File: src/rtl/dpllw_regs.svh
// Constants for the loop control wrapper: register offset, field positions,
// reset values per mode-pin setting and lock-time terms. Definitions only.
`ifndef DPLLW_REGS_SVH
`define DPLLW_REGS_SVH

`define DPLLW_CTL_OFFSET 8'h00
`define DPLLW_CTL_WIDTH 16
`define DPLLW_WR_MASK 16'hfffc

`define DPLLW_BIT_ISO 15
`define DPLLW_BIT_RELOCK 14
`define DPLLW_BIT_RESTART 13
`define DPLLW_BIT_TEST 12
`define DPLLW_MULT_MSB 11
`define DPLLW_MULT_LSB 7
`define DPLLW_DIV_MSB 6
`define DPLLW_DIV_LSB 5
`define DPLLW_BIT_ENABLE 4
`define DPLLW_BYP_MSB 3
`define DPLLW_BYP_LSB 2
`define DPLLW_BIT_INTACT 1
`define DPLLW_BIT_LOCK 0

// Reset contents selected by the two mode pins
`define DPLLW_RST_MODE0 16'h2000
`define DPLLW_RST_MODE1 16'h2004
`define DPLLW_RST_MODE2 16'h2008
`define DPLLW_RST_MODE3 16'h2110

`define DPLLW_LOCK_K4 4
`define DPLLW_LOCK_K11 11
`define DPLLW_LOCK_K28 28
`define DPLLW_STAGES_MAX 7
`define DPLLW_TEST_DIV 32

`endif

File: src/rtl/dpllw_pkg.sv
// Types shared by the loop control wrapper and its checks.
// Assumes dpllw_regs.svh supplies the numeric constants.
package dpllw_pkg;

    typedef enum logic [1:0] {
        DPLLW_ST_BYPASS = 2'b00,
        DPLLW_ST_LOCKING = 2'b01,
        DPLLW_ST_LOCKED = 2'b10,
        DPLLW_ST_IDLE = 2'b11
    } dpllw_state_t;

endpackage

File: src/rtl/dpllw_ctrl.sv
// Control wrapper around a digital loop: control register, lock sequencing,
// bypass and lock dividers, isolation collar and test clock output.
// Assumes i_mclk is the reference clock and the analog core sits outside,
// reporting loss of lock on an asynchronous pin.
`include "dpllw_regs.svh"
`timescale 1ns/1ns
`default_nettype none
module dpllw_ctrl #(
    parameter int unsigned P_STAGES = 5,
    parameter int unsigned P_CNT_W = 11
) (
    input wire logic i_mclk,
    input wire logic i_resetn,
    input wire logic [1:0] i_clock_mode_pins,
    input wire logic i_idle,
    input wire logic i_test_mode,
    input wire logic i_core_lock_lost,
    input wire logic i_ctl_wr,
    input wire logic [15:0] i_ctl_wdata,
    output logic [15:0] o_ctl_rdata,
    output logic o_lock_status,
    output logic o_lock_intact_flag,
    output logic o_clk_tick,
    output logic o_use_synth,
    output logic o_test_clock_out,
    output logic o_core_enable,
    output logic [4:0] o_core_mult,
    output logic [1:0] o_core_div,
    output logic o_isolation_ctrl,
    output dpllw_pkg::dpllw_state_t o_state
);
    import dpllw_pkg::*;

    typedef struct packed {
        logic [15:0] ctl;
        dpllw_state_t st;
        logic [P_CNT_W-1:0] cnt;
        logic intact;
        logic lost;
        logic [4:0] tcnt;
        logic test_clk;
    } dpllw_ctrl_t;

    dpllw_ctrl_t s_ff;
    dpllw_ctrl_t nxt_s;

    logic [4:0] pins_sync;
    logic idle_s;
    logic test_s;
    logic core_lost;
    logic loss_rise;
    logic restored;
    logic div_tick;
    logic [2:0] ratio;
    logic [15:0] rst_ctl;

    // Reset contents picked from the mode pins
    function automatic logic [15:0] mode_default(input logic [1:0] pins);
        logic [15:0] v;
        case (pins)
            2'b00: v = `DPLLW_RST_MODE0;
            2'b01: v = `DPLLW_RST_MODE1;
            2'b10: v = `DPLLW_RST_MODE2;
            default: v = `DPLLW_RST_MODE3;
        endcase
        return v;
    endfunction

    // Lock duration 4N(11D+28) with N the divide ratio and D clamped 1..7
    function automatic logic [P_CNT_W-1:0] lock_cycles(input logic [1:0] div);
        int n;
        int d;
        n = int'(div) + 1;
        d = (P_STAGES > `DPLLW_STAGES_MAX) ? `DPLLW_STAGES_MAX :
            ((P_STAGES < 1) ? 1 : int'(P_STAGES));
        return P_CNT_W'(`DPLLW_LOCK_K4 * n * (`DPLLW_LOCK_K11 * d + `DPLLW_LOCK_K28));
    endfunction

    // Bypass field: 00 by 1, 01 by 2, 1x by 4
    function automatic logic [2:0] bypass_ratio(input logic [1:0] f);
        logic [2:0] r;
        if (f[1]) begin
            r = 3'h4;
        end else if (f[0]) begin
            r = 3'h2;
        end else begin
            r = 3'h1;
        end
        return r;
    endfunction

    dpllw_sync #(
        .P_W(5)
    ) u_sync (
        .i_mclk(i_mclk),
        .i_async({i_clock_mode_pins, i_idle, i_test_mode, i_core_lock_lost}),
        .o_sync(pins_sync)
    );

    assign idle_s = pins_sync[2];
    assign test_s = pins_sync[1];
    // Collar isolated: loss report from the core reads as ground
    assign core_lost = pins_sync[0] & ~s_ff.ctl[`DPLLW_BIT_ISO];
    assign loss_rise = core_lost & ~s_ff.lost;
    assign restored = ~core_lost & s_ff.lost;
    assign rst_ctl = mode_default(pins_sync[4:3]);

    // Lock operation divides by field plus one; every other state divides
    // per the bypass field, so the output never stops while locking.
    always_comb begin
        if (s_ff.st == DPLLW_ST_LOCKED) begin
            ratio = {1'b0, s_ff.ctl[`DPLLW_DIV_MSB:`DPLLW_DIV_LSB]} + 3'h1;
        end else begin
            ratio = bypass_ratio(s_ff.ctl[`DPLLW_BYP_MSB:`DPLLW_BYP_LSB]);
        end
    end

    dpllw_div u_div (
        .i_mclk(i_mclk),
        .i_resetn(i_resetn),
        .i_restart(i_ctl_wr),
        .i_ratio(ratio),
        .o_tick(div_tick)
    );

    always_comb begin
        nxt_s = s_ff;
        nxt_s.lost = core_lost;
        case (s_ff.st)
            DPLLW_ST_BYPASS: begin
                nxt_s.st = DPLLW_ST_BYPASS;
            end
            DPLLW_ST_LOCKING: begin
                // An isolated core cannot lock, so the count waits
                if (!s_ff.ctl[`DPLLW_BIT_ISO]) begin
                    if (s_ff.cnt <= P_CNT_W'(1)) begin
                        nxt_s.st = DPLLW_ST_LOCKED;
                        nxt_s.intact = 1'b1;
                    end else begin
                        nxt_s.cnt = s_ff.cnt - P_CNT_W'(1);
                    end
                end
            end
            DPLLW_ST_LOCKED: begin
                if (loss_rise && s_ff.ctl[`DPLLW_BIT_RESTART]) begin
                    nxt_s.st = DPLLW_ST_LOCKING;
                    nxt_s.cnt = lock_cycles(s_ff.ctl[`DPLLW_DIV_MSB:`DPLLW_DIV_LSB]);
                end else if (restored) begin
                    nxt_s.intact = 1'b1;
                end
            end
            DPLLW_ST_IDLE: begin
                if (!idle_s) begin
                    // Relock from scratch whatever the obsolete relock bit says
                    if (s_ff.ctl[`DPLLW_BIT_ENABLE]) begin
                        nxt_s.st = DPLLW_ST_LOCKING;
                        nxt_s.cnt = lock_cycles(s_ff.ctl[`DPLLW_DIV_MSB:`DPLLW_DIV_LSB]);
                    end else begin
                        nxt_s.st = DPLLW_ST_BYPASS;
                    end
                end
            end
            default: begin
                nxt_s.st = DPLLW_ST_BYPASS;
            end
        endcase

        if (idle_s && s_ff.st != DPLLW_ST_IDLE) begin
            nxt_s.st = DPLLW_ST_IDLE;
        end

        if (i_ctl_wr) begin
            nxt_s.ctl = i_ctl_wdata & `DPLLW_WR_MASK;
            nxt_s.intact = 1'b1;
            if (s_ff.st != DPLLW_ST_IDLE && !idle_s) begin
                if (i_ctl_wdata[`DPLLW_BIT_ENABLE]) begin
                    nxt_s.st = DPLLW_ST_LOCKING;
                    nxt_s.cnt = lock_cycles(i_ctl_wdata[`DPLLW_DIV_MSB:`DPLLW_DIV_LSB]);
                end else begin
                    nxt_s.st = DPLLW_ST_BYPASS;
                end
            end
        end

        // A loss reported in the same cycle as a write is not dropped
        if (loss_rise) begin
            nxt_s.intact = 1'b0;
        end

        nxt_s.test_clk = 1'b0;
        if (div_tick) begin
            nxt_s.tcnt = s_ff.tcnt + 5'h1;
            if (test_s) begin
                nxt_s.test_clk = s_ff.ctl[`DPLLW_BIT_TEST] ? (s_ff.tcnt == 5'h1f) : 1'b1;
            end
        end

        if (!i_resetn) begin
            nxt_s.ctl = rst_ctl;
            nxt_s.st = rst_ctl[`DPLLW_BIT_ENABLE] ?
                DPLLW_ST_LOCKING : DPLLW_ST_BYPASS;
            nxt_s.cnt = lock_cycles(rst_ctl[`DPLLW_DIV_MSB:`DPLLW_DIV_LSB]);
            nxt_s.intact = 1'b0;
            nxt_s.lost = 1'b0;
            nxt_s.tcnt = 5'h0;
            nxt_s.test_clk = 1'b0;
        end
    end

    always_ff @(posedge i_mclk) begin
        s_ff <= nxt_s;
    end

    assign o_state = s_ff.st;
    assign o_lock_status = (s_ff.st == DPLLW_ST_LOCKED);
    assign o_lock_intact_flag = s_ff.intact;
    assign o_ctl_rdata = {s_ff.ctl[15:2], s_ff.intact, o_lock_status};
    // Multiply 0 or 1 leaves the divided reference on the output
    assign o_use_synth = o_lock_status &&
        (s_ff.ctl[`DPLLW_MULT_MSB:`DPLLW_MULT_LSB] > 5'h1);
    assign o_clk_tick = div_tick;
    assign o_test_clock_out = s_ff.test_clk;
    assign o_isolation_ctrl = s_ff.ctl[`DPLLW_BIT_ISO];
    assign o_core_enable = ~s_ff.ctl[`DPLLW_BIT_ISO] &
        ((s_ff.st == DPLLW_ST_LOCKING) | (s_ff.st == DPLLW_ST_LOCKED));
    assign o_core_mult = s_ff.ctl[`DPLLW_BIT_ISO] ? 5'h0 :
        s_ff.ctl[`DPLLW_MULT_MSB:`DPLLW_MULT_LSB];
    assign o_core_div = s_ff.ctl[`DPLLW_BIT_ISO] ? 2'h0 :
        s_ff.ctl[`DPLLW_DIV_MSB:`DPLLW_DIV_LSB];
endmodule
`default_nettype wire

File: src/rtl/dpllw_div.sv
// Reference divider producing a one-cycle enable every i_ratio cycles.
// Assumes i_ratio is 1 to 4 and restart realigns the phase.
`timescale 1ns/1ns
`default_nettype none
module dpllw_div (
    input wire logic i_mclk,
    input wire logic i_resetn,
    input wire logic i_restart,
    input wire logic [2:0] i_ratio,
    output logic o_tick
);
    typedef struct packed {
        logic [2:0] cnt;
        logic tick;
    } dpllw_div_t;

    dpllw_div_t s_ff;
    dpllw_div_t nxt_s;

    always_comb begin
        nxt_s = s_ff;
        nxt_s.tick = 1'b0;
        if (!i_resetn || i_restart) begin
            nxt_s.cnt = 3'h0;
        end else if (s_ff.cnt >= i_ratio - 3'h1) begin
            nxt_s.cnt = 3'h0;
            nxt_s.tick = 1'b1;
        end else begin
            nxt_s.cnt = s_ff.cnt + 3'h1;
        end
    end

    always_ff @(posedge i_mclk) begin
        s_ff <= nxt_s;
    end

    assign o_tick = s_ff.tick;
endmodule
`default_nettype wire

File: src/rtl/dpllw_sync.sv
// Three-stage synchroniser for pin inputs; a change is taken once stages
// two and three agree. Assumes a single destination clock.
`timescale 1ns/1ns
`default_nettype none
module dpllw_sync #(
    parameter int unsigned P_W = 1
) (
    input wire logic i_mclk,
    input wire logic [P_W-1:0] i_async,
    output logic [P_W-1:0] o_sync
);
    typedef struct packed {
        logic [P_W-1:0] s1;
        logic [P_W-1:0] s2;
        logic [P_W-1:0] s3;
        logic [P_W-1:0] q;
    } dpllw_sync_t;

    dpllw_sync_t s_ff;
    dpllw_sync_t nxt_s;

    // No reset: the chain settles within four edges, so the owner holds
    // its reset at least that long before trusting the outputs.
    always_comb begin
        nxt_s = s_ff;
        nxt_s.s1 = i_async;
        nxt_s.s2 = s_ff.s1;
        nxt_s.s3 = s_ff.s2;
        for (int i = 0; i < int'(P_W); i++) begin
            if (s_ff.s2[i] == s_ff.s3[i]) begin
                nxt_s.q[i] = s_ff.s3[i];
            end
        end
    end

    always_ff @(posedge i_mclk) begin
        s_ff <= nxt_s;
    end

    assign o_sync = s_ff.q;
endmodule
`default_nettype wire

File: config.mk
export PLATFORM = sky130hd
export DESIGN_NAME = dpllw_ctrl
export DESIGN_NICKNAME = d
export VERILOG_FILES = /design/src/rtl/dpllw_pkg.sv /design/src/rtl/dpllw_ctrl.sv /design/src/rtl/dpllw_div.sv /design/src/rtl/dpllw_sync.sv
export VERILOG_INCLUDE_DIRS = /design/src /design/src/rtl
export SDC_FILE = /design/constraint.sdc
export NUM_CORES = 1
export LEC_CHECK = 0
export ABC_AREA = 0
export BUFFER_PORTS_ARGS = -buffer_cell sky130_fd_sc_hd__buf_4
export CORE_MARGIN = 4
export CORE_UTILIZATION = 26
export DETAILED_ROUTE_END_ITERATION = 7
export SYNTH_ARGS = -nofsm -noshare
export SYNTH_HDL_FRONTEND = slang
export SYNTH_SLANG_ARGS = --single-unit
export TNS_END_PERCENT = 30
File: constraint.sdc
create_clock -name i_mclk -period 3 [get_ports i_mclk]
set_input_delay 0.6 -clock i_mclk [delete_from_list [all_inputs] [get_ports i_mclk]]
set_output_delay 0.6 -clock i_mclk [all_outputs]
set_load 0.03 [all_outputs]
==> flow_metrics.env, run 1 <==
export IMPL_synth_area_sq_um=3320
export IMPL_rsz0062_at_grt="false"
export IMPL_ir_drop_mv=0.386
export IMPL_cellPowerDensity_nw_per_um2=657
export IMPL_cts_buffer_depth=2
export IMPL_yosysTopAreaCell="dfxtp_1"
export IMPL_max_slew_margin_rel_pct=49.5
export IMPL_io_pins=56
export IMPL_htree_levels=3
export IMPL_syn_to_final_growth_pct=23.7
export IMPL_overflow=0
export IMPL_final_nets=430
export IMPL_synth_area_mux_share_pct=4.23
export IMPL_cts_tree="done"
export IMPL_synth_top_area_share_pct=24.2
export IMPL_insertion_delay_ns=0.33
export IMPL_r2r_start="o_ctl_rdata[5]"
export IMPL_cp_max_fo=7
export IMPL_cts_buffers_inserted=9
export IMPL_post_drt_wl_per_cell_microns=14.6
export IMPL_grt_max_degree=35
export IMPL_fin_cells=552
export IMPL_cts_root_buf="clkbuf_16"
export IMPL_viasPerCell=4.77
export IMPL_crit_end="u_div.s_ff[3]"
export IMPL_coreArea_sq_um=12300
export IMPL_p_sw_mw=0.763
export IMPL_drc=0
export IMPL_grt_pass1_wl_microns=13200
export IMPL_switching_share_pct=28.3
export IMPL_yosys_cell_count_top_type="dfxtp_1"
export IMPL_numPortBuffers=53
export IMPL_antennaDiodeCount=0
export IMPL_crit_path_end_kind="flop"
export IMPL_setup_violations=0
export IMPL_finalCritPeriodShare_pct=84.8
export IMPL_first_pass_iters=6
export IMPL_startpoint_type="flop"
export IMPL_slew_violations=0
export IMPL_vias=2634
export IMPL_fp_dieH_microns=121
export IMPL_hold_slack_ns=0.324
export IMPL_synth_edf_count=19
export IMPL_fin_crit_ns=2.55
export IMPL_leakage_nw=1.75
export IMPL_setup_tns_ns=0
export IMPL_dp_cells=536
export IMPL_pwr_share_comb_pct=19.9
export IMPL_rr_worst_depth=9
export IMPL_internal_power_mw=1.93
export IMPL_yosys_warnings=0
export IMPL_synthSimpleGateAreaFrac_pct=18.9
export IMPL_synth_cells=344
export IMPL_post_cts_resized=0
export IMPL_synthXorXnorAreaFrac_pct=4.23
export IMPL_fmax_mhz=393
export IMPL_postRouteAntennaNets=0
export IMPL_synth_top_family_by_area="simple AND/OR/NAND/NOR gates"
export IMPL_antenna_found_initial=0
export IMPL_synth_nets=395
export IMPL_grt_use_total_pct=11.5
export IMPL_synth_area_top_cells="dfxtp_1 (24%), edfxtp_1 (17%), ha_1 (10%)"
export IMPL_tightest_slew_ns=0.758
export IMPL_hold_viol=0
export IMPL_holdCritPathClass="flop to flop"
export IMPL_dieArea_sq_um=14600
export IMPL_arrival_ns=2.81
export IMPL_drive_gt1_share_pct=22.1
export IMPL_synth_fa_ha_area_share_pct=10.2
export IMPL_drv_cap=0
export IMPL_synth_ff_type="dfxtp_1"
export IMPL_grt_pass1_vias=2631
export IMPL_netlist_top_cells_count="dfxtp_1 (40), ha_1 (27), nand2_1 (26), edfxtp_1 (19), buf_4 (18)"
export IMPL_rows=40
export IMPL_drtIter0Drc=137
export IMPL_worstSetupPathType="flop to flop"
export IMPL_ys_types=56
export IMPL_yosys_register_bits=59
export IMPL_reg2reg_slack_ns=0.45
export IMPL_post_route_util_pct=33.4
export IMPL_startpoint="o_ctl_rdata[5]"
export IMPL_fin_skew_ns=0.00860
export IMPL_syn_area_per_cell_sq_um=9.64
export IMPL_synth_compound_area_share_pct=13.4
export IMPL_async_reset_ff_share_pct=0
export IMPL_clkSinkCount=59
export IMPL_post_cts_buffers=0
export IMPL_p_clk_share_pct=43.8
export IMPL_yosysSeqAreaShare_pct=41.4
export IMPL_reg2reg_to="u_div.s_ff[3]"
export IMPL_status="completed"
export IMPL_path_clk_slew_ns=0.05
export IMPL_crit_required_ns=3.26
export IMPL_wirelength_microns=8080
export IMPL_hpwl_microns=5950
export IMPL_cts_hold_buf=0
export IMPL_place_congestion=0.900
export IMPL_initial_core_util_pct=27.0
export IMPL_die_x_microns=121
export IMPL_pwr_share_seq_pct=36.3
-- critical path: stages, from the launching register on --
cell	delay [ns]
edfxtp_1	0.50
inv_1	0.19
ha_1	0.44
a22oi_1	0.24
ha_1	0.26
ha_1	0.27
a21o_1	0.15
a21oi_1	0.20
nand2b_1	0.12
nor2_1	0.10
-- state kept, by name, summed over array words and instances (netlist names) --
register,cells
o_state,2
u_div.o_tick,1
u_sync.nxt_s,10
u_sync.s_ff,5
o_lock_intact_flag,1
s_ff,17
o_test_clock_out,1
o_ctl_rdata,14
u_sync.o_sync,5
u_div.s_ff,3
-- power groups by stage --
stage | combinational [mW] | sequential [mW] | clock [mW]
6_report | 0.537 | 0.978 | 1.18
3_3_place_gp | 0.533 | 0.991 | 0
3_5_place_dp | 0.537 | 0.993 | 0
4_1_cts | 0.539 | 0.977 | 1.21
2_1_floorplan | 0.402 | 0.969 | 0
5_1_grt | 0.597 | 0.989 | 1.24
-- worst min path at each step --
stage                           from              end  slack [ns]  cells past startpoint
floorplan           u_sync.nxt_s[10]  u_sync.nxt_s[5]        0.31                      0
global placement    u_sync.nxt_s[11]  u_sync.nxt_s[6]        0.31                      0
detailed placement  u_sync.nxt_s[13]  u_sync.nxt_s[8]        0.31                      0
CTS                 u_sync.nxt_s[13]  u_sync.nxt_s[8]        0.32                      0
global route        u_sync.nxt_s[12]  u_sync.nxt_s[7]        0.33                      0
finish              u_sync.nxt_s[12]  u_sync.nxt_s[7]        0.32                      0
-- final cells by class --
class / instances / area (sq um)
Tap cell: 168 / 210
Sequential cell: 59 / 1370
Timing Repair Buffer: 57 / 428
Fill cell: 1249 / 8160
Clock inverter: 7 / 116
Multi-Input combinational cell: 235 / 1690
Clock buffer: 9 / 225
Inverter: 17 / 63.8
-- per-layer routing --
metal,up-vias,part of all wire (%),track usage (%),wire length [microns]
met2,93,46,18.8,3740
li1,1290,-,-,-
met5,-,0,0,0
met3,18,5.7,2.47,459
met1,1233,45,14.3,3640
met4,0,3.0,5.67,243
-- cell usage in the layout, fill, tap and decap left out, types with 4 or more instances in the layout --
master / instances
buf_4: 57
dfxtp_1: 40
ha_1: 27
nand2_1: 26
edfxtp_1: 19
inv_1: 17
nor2_1: 17
a21oi_1: 15
nor2b_1: 12
and3_1: 11
xnor2_1: 11
nor3_1: 10
nand3_1: 9
o21ai_0: 9
clkbuf_16: 9
mux2_2: 8
and2_1: 6
nor4_1: 5
mux2i_1: 5
xor2_1: 5
nand2b_1: 5
a221oi_1: 4
a211oi_1: 4
-- logic make-up after synthesis --
kind of cell             Yosys count
AND/OR/NAND/NOR                  116
AO/OA/AOI/OAI                     63
flip-flops                        59
buffers and inverters             50
adder cells (fa/ha/maj)           27
XOR/XNOR                          16
multiplexers                      13
-- metrics by stage --
step | setup WS (ns) | total power, mW | instance area [sq um]
5_1_grt | 0.259 | 2.82 | 4100
3_3_place_gp | 0.527 | 1.52 | 3760
6_report | 0.455 | 2.69 | 4100
3_5_place_dp | 0.451 | 1.53 | 3760
2_1_floorplan | 0.492 | 1.37 | 3320
4_1_cts | 0.424 | 2.72 | 4100
(Power assumes the default switching activity.)
==> inputs of run 2 (changes only) <==
==> constraint.sdc (replaced) <==
create_clock -name i_mclk -period 2.6 [get_ports i_mclk]
set_input_delay 0.52 -clock i_mclk [delete_from_list [all_inputs] [get_ports i_mclk]]
set_output_delay 0.52 -clock i_mclk [all_outputs]
set_load 0.03 [all_outputs]
==> flow_metrics.env, run 2 (same netlist as run 1, synthesis figures left out) <==
export IMPL_max_stage_delay_ns=0.47
export IMPL_fp_dieH_microns=121
export IMPL_drc=0
export IMPL_leakage_nw=1.75
export IMPL_crit_required_ns=2.86
export IMPL_overflow=0
export IMPL_tightest_slew_ns=0.777
export IMPL_pwr_share_seq_pct=38.0
export IMPL_cts_hold_buf=0
export IMPL_design_area_sq_um=4100
export IMPL_hold_viol=0
export IMPL_numPortBuffers=53
export IMPL_grt_pass1_vias=2667
export IMPL_rows=40
export IMPL_htree_levels=3
export IMPL_antennaDiodeCount=0
export IMPL_finalCritPeriodShare_pct=89.4
export IMPL_r2r_start="o_ctl_rdata[6]"
export IMPL_path_clk_slew_ns=0.05
export IMPL_rr_worst_depth=9
export IMPL_io_pins=56
export IMPL_final_common_cell="buf_4"
export IMPL_p_clk_share_pct=40.6
export IMPL_grt_use_total_pct=11.4
export IMPL_drive_gt1_share_pct=22.9
export IMPL_ir_drop_mv=0.345
export IMPL_cp_max_fo=6
export IMPL_initial_core_util_pct=27.0
export IMPL_grt_pass1_wl_microns=13300
export IMPL_p_sw_mw=0.866
export IMPL_internal_power_mw=2.09
export IMPL_antenna_found_initial=0
export IMPL_insertion_delay_ns=0.32
export IMPL_drv_cap=0
export IMPL_grt_max_degree=35
export IMPL_startpoint_type="flop"
export IMPL_final_nets=434
export IMPL_coreArea_sq_um=12300
export IMPL_reg2reg_slack_ns=0.28
export IMPL_first_pass_iters=4
export IMPL_fin_skew_ns=0.00531
export IMPL_crit_path_end_kind="flop"
export IMPL_largest_reg_flops=17
export IMPL_place_congestion=0.920
export IMPL_min_from="i_test_mode"
export IMPL_hpwl_microns=6010
export IMPL_wirelength_microns=7990
export IMPL_cts_buffers_inserted=9
export IMPL_post_cts_buffers=0
export IMPL_clkSinkCount=59
export IMPL_mostFrequentLayoutCells="buf_4 (61), dfxtp_1 (40), ha_1 (27)"
export IMPL_worstSetupPathType="flop to flop"
export IMPL_path_cells="inv_1, ha_1, a22oi_1, ha_1, ha_1, a21o_1, a21oi_1, nand2b_1, nor2_1"
export IMPL_pwr_share_comb_pct=21.4
export IMPL_reg2reg_to="u_div.s_ff[3]"
export IMPL_fin_crit_ns=2.32
export IMPL_slew_violations=0
export IMPL_postRouteAntennaNets=0
export IMPL_setup_tns_ns=0
export IMPL_cts_root_buf="clkbuf_16"
export IMPL_setup_violations=0
export IMPL_rsz0062_at_grt="false"
export IMPL_startpoint="o_ctl_rdata[6]"
export IMPL_cpMaxStageDelayCell="edfxtp_1"
export IMPL_fmax_mhz=430
export IMPL_post_drt_wl_per_cell_microns=14.4
export IMPL_cts_buffer_depth=2
export IMPL_vias=2678
export IMPL_die_x_microns=121
export IMPL_switching_share_pct=29.2
export IMPL_holdPathStages=1
export IMPL_max_slew_margin_rel_pct=48.2
export IMPL_cts_tree="done"
export IMPL_syn_to_final_growth_pct=23.5
export IMPL_min_to="u_sync.nxt_s[11]"
export IMPL_cellPowerDensity_nw_per_um2=723
export IMPL_top_register="s_ff"
export IMPL_dieArea_sq_um=14600
export IMPL_drtIter0Drc=138
export IMPL_arrival_ns=2.58
export IMPL_p_total_mw=2.96
export IMPL_post_cts_resized=0
export IMPL_status="completed"
export IMPL_path_common_cell="ha_1"
export IMPL_dpl_instance_area_sq_um=3790
export IMPL_holdCritPathClass="input pin to flop"
export IMPL_viasPerCell=4.82
## run 2: worst max-delay path: cells and delay by family (launching register included)
family                     cells  cell delay [ns]
buffers and inverters          1             0.14
DFF                            1             0.47
adders and majority gates      3             0.85
and+or+nand+nor                2             0.23
AOI/OAI and AO/OA              3             0.56
## run 2: area by class of cell
| type | instances | area (sq um) |
|---|---|---|
| clock inverter | 4 | 50.0 |
| tap | 168 | 210 |
| timing repair buffer | 61 | 458 |
| multi-input combinational | 235 | 1690 |
| fill | 1254 | 8170 |
| clock buffer | 12 | 256 |
| sequential | 59 | 1370 |
| inverter | 17 | 63.8 |
## run 2: power by group through the flow
stage | Clock [mW] | Combinational, mW | Sequential, mW
2_1_floorplan | 0 | 0.464 | 1.12
5_1_grt | 1.27 | 0.695 | 1.14
4_1_cts | 1.23 | 0.635 | 1.13
3_3_place_gp | 0 | 0.628 | 1.14
6_report | 1.20 | 0.633 | 1.13
3_5_place_dp | 0 | 0.631 | 1.14
## run 2: metrics by stage
| step | util, % | worst slack (ns) | std cells | hold WS, ns |
|---|---|---|---|---|
| floorplan | - | 0.0916 | 344 | 0.310 |
| global placement | 30.9 | 0.343 | 540 | 0.310 |
| detailed placement | 30.9 | 0.251 | 540 | 0.312 |
| CTS | 33.4 | 0.224 | 556 | 0.283 |
| global route | 33.4 | 0.0406 | 556 | 0.290 |
| finish | 33.4 | 0.276 | 556 | 0.296 |
## run 2: how the worst max path moves through the flow
stage	to
after floorplan	u_div.s_ff[3]
after global placement	u_div.s_ff[3]
after detailed placement	u_div.s_ff[1]
after CTS	u_div.s_ff[1]
after global routing	u_div.s_ff[3]
final	u_div.s_ff[3]
## run 2: per-layer routing
layer	global-route usage, %	up-vias	wire length (microns)
met3	1.86	19	383
li1	-	1300	-
met5	0	-	0
met2	18.8	90	3840
met1	13.9	1269	3520
met4	6.87	0	255
==> inputs of run 3 (changes only) <==
--- a/config.mk
+++ b/config.mk
@@ -10,7 +10,9 @@
 export BUFFER_PORTS_ARGS = -buffer_cell sky130_fd_sc_hd__buf_4
 export CORE_MARGIN = 4
 export CORE_UTILIZATION = 26
+export CTS_CLUSTER_SIZE = 25
 export DETAILED_ROUTE_END_ITERATION = 7
+export RECOVER_POWER = 25
 export SYNTH_ARGS = -nofsm -noshare
 export SYNTH_HDL_FRONTEND = slang
 export SYNTH_SLANG_ARGS = --single-unit
==> flow_metrics.env, run 3 (same netlist as run 1, synthesis figures left out) <==
export IMPL_grt_use_total_pct=11.4
export IMPL_cp_max_fo=6
export IMPL_initial_core_util_pct=27.0
export IMPL_slew_violations=0
export IMPL_path_clk_slew_ns=0.05
export IMPL_dpl_instance_area_sq_um=3790
export IMPL_cts_buffer_depth=2
export IMPL_coreArea_sq_um=12300
export IMPL_topRoutingLayerUsed="met4"
export IMPL_path_cells="inv_1, ha_1, a22oi_1, ha_1, ha_1, a21o_1, a21oi_1, nand2b_1, nor2_1"
export IMPL_crit_buf_inv=1
export IMPL_cp_depth=9
export IMPL_leakage_nw=1.75
export IMPL_wirelength_microns=7980
export IMPL_cpMaxStageDelayCell="edfxtp_1"
export IMPL_holdPathStages=1
export IMPL_first_pass_iters=4
export IMPL_syn_to_final_growth_pct=23.5
export IMPL_rows=40
export IMPL_grt_pass1_vias=2667
export IMPL_post_route_util_pct=33.4
export IMPL_postRouteAntennaNets=0
export IMPL_post_drt_wl_per_cell_microns=14.3
export IMPL_numPortBuffers=53
export IMPL_startpoint_type="flop"
export IMPL_vias=2676
export IMPL_postLayoutSetupSlackWorst_ns=0.276
export IMPL_num_fill_cells=1254
export IMPL_min_from="i_test_mode"
export IMPL_tightest_slew_ns=0.777
export IMPL_path_common_cell="ha_1"
export IMPL_status="completed"
export IMPL_holdCritPathClass="input pin to flop"
export IMPL_drive_gt1_share_pct=22.9
export IMPL_finalCritPeriodShare_pct=89.4
export IMPL_fin_skew_ns=0.00506
export IMPL_drtIter0Drc=126
export IMPL_ir_drop_mv=0.347
export IMPL_antennaDiodeCount=0
export IMPL_rr_worst_depth=9
export IMPL_mostFrequentLayoutCells="buf_4 (56), dfxtp_1 (40), ha_1 (27)"
export IMPL_cts_hold_buf=0
export IMPL_fmax_mhz=430
export IMPL_fp_dieH_microns=121
export IMPL_dp_slack_ns=0.251
export IMPL_cts_buffers_inserted=9
export IMPL_setup_tns_ns=0
export IMPL_hold_viol=0
export IMPL_design_area_sq_um=4100
export IMPL_post_cts_buffers=0
export IMPL_grt_pass1_wl_microns=13300
export IMPL_post_cts_resized=0
export IMPL_cellPowerDensity_nw_per_um2=723
export IMPL_drc=0
export IMPL_final_common_cell="buf_4"
export IMPL_cts_root_buf="clkbuf_16"
export IMPL_antenna_found_initial=0
export IMPL_dr_wl_met2_microns=3780
export IMPL_fin_crit_ns=2.32
export IMPL_rsz0062_at_grt="false"
export IMPL_insertion_delay_ns=0.33
export IMPL_r2r_start="o_ctl_rdata[6]"
export IMPL_critPathTopFamily="adder cells"
export IMPL_grt_max_degree=35
export IMPL_top_register="s_ff"
export IMPL_worstSetupPathType="flop to flop"
export IMPL_largest_reg_flops=17
export IMPL_final_nets=434
export IMPL_hpwl_microns=6010
export IMPL_die_x_microns=121
export IMPL_clkSinkCount=59
export IMPL_wl_met3_microns=411
export IMPL_htree_levels=3
export IMPL_dieArea_sq_um=14600
export IMPL_max_stage_delay_ns=0.47
export IMPL_wl_met1_microns=3500
export IMPL_viasPerCell=4.81
export IMPL_max_slew_margin_rel_pct=48.2
export IMPL_cts_tree="done"
export IMPL_crit_required_ns=2.86
export IMPL_arrival_ns=2.59
export IMPL_startpoint="o_ctl_rdata[6]"
export IMPL_crit_path_end_kind="flop"
export IMPL_overflow=0
export IMPL_setup_violations=0
export IMPL_place_congestion=0.920
export IMPL_drv_cap=0
export IMPL_io_pins=56
## run 3: changes by cell type in the layout (fill, tap and decap cells not counted)
cell,previous run,this run
buf_4,61,56
clkbuf_4,0,5
## run 3: routing by layer
metal | track usage, % | vias up
li1 | - | 1300
met1 | 13.9 | 1260
met2 | 18.8 | 94
met3 | 1.86 | 22
met4 | 6.87 | 0
met5 | 0 | -
## run 3: per-stage QoR
step / hold slack (ns) / cells / power [mW]
final: 0.316 / 556 / 2.96
after global routing: 0.312 / 556 / 3.11
after CTS: 0.283 / 556 / 2.99
after detailed placement: 0.312 / 540 / 1.77
after global placement: 0.310 / 540 / 1.77
after floorplan: 0.310 / 344 / 1.58
## run 3: worst paths after layout
check                     end  slack, ns
max reg2reg     u_div.s_ff[3]       0.28
min          u_sync.nxt_s[11]       0.32
min reg2reg   u_sync.nxt_s[6]       0.32
max             u_div.s_ff[3]       0.28
## run 3: final cells by class
type | count | area [sq um] | share of cell area, %
clock buffers | 12 | 256 | 6.26
clock inverters | 4 | 50.0 | 1.22
inverters | 17 | 63.8 | 1.56
multi-input cells | 235 | 1690 | 41.2
flip-flops and latches | 59 | 1370 | 33.5
well taps | 168 | 210 | 5.13
repair buffers | 61 | 458 | 11.2
## run 3: power by group
part           internal [mW]  switching (mW)
Sequential              1.04          0.0892
Combinational          0.267           0.366
Clock                  0.791           0.411
Total                   2.09           0.866
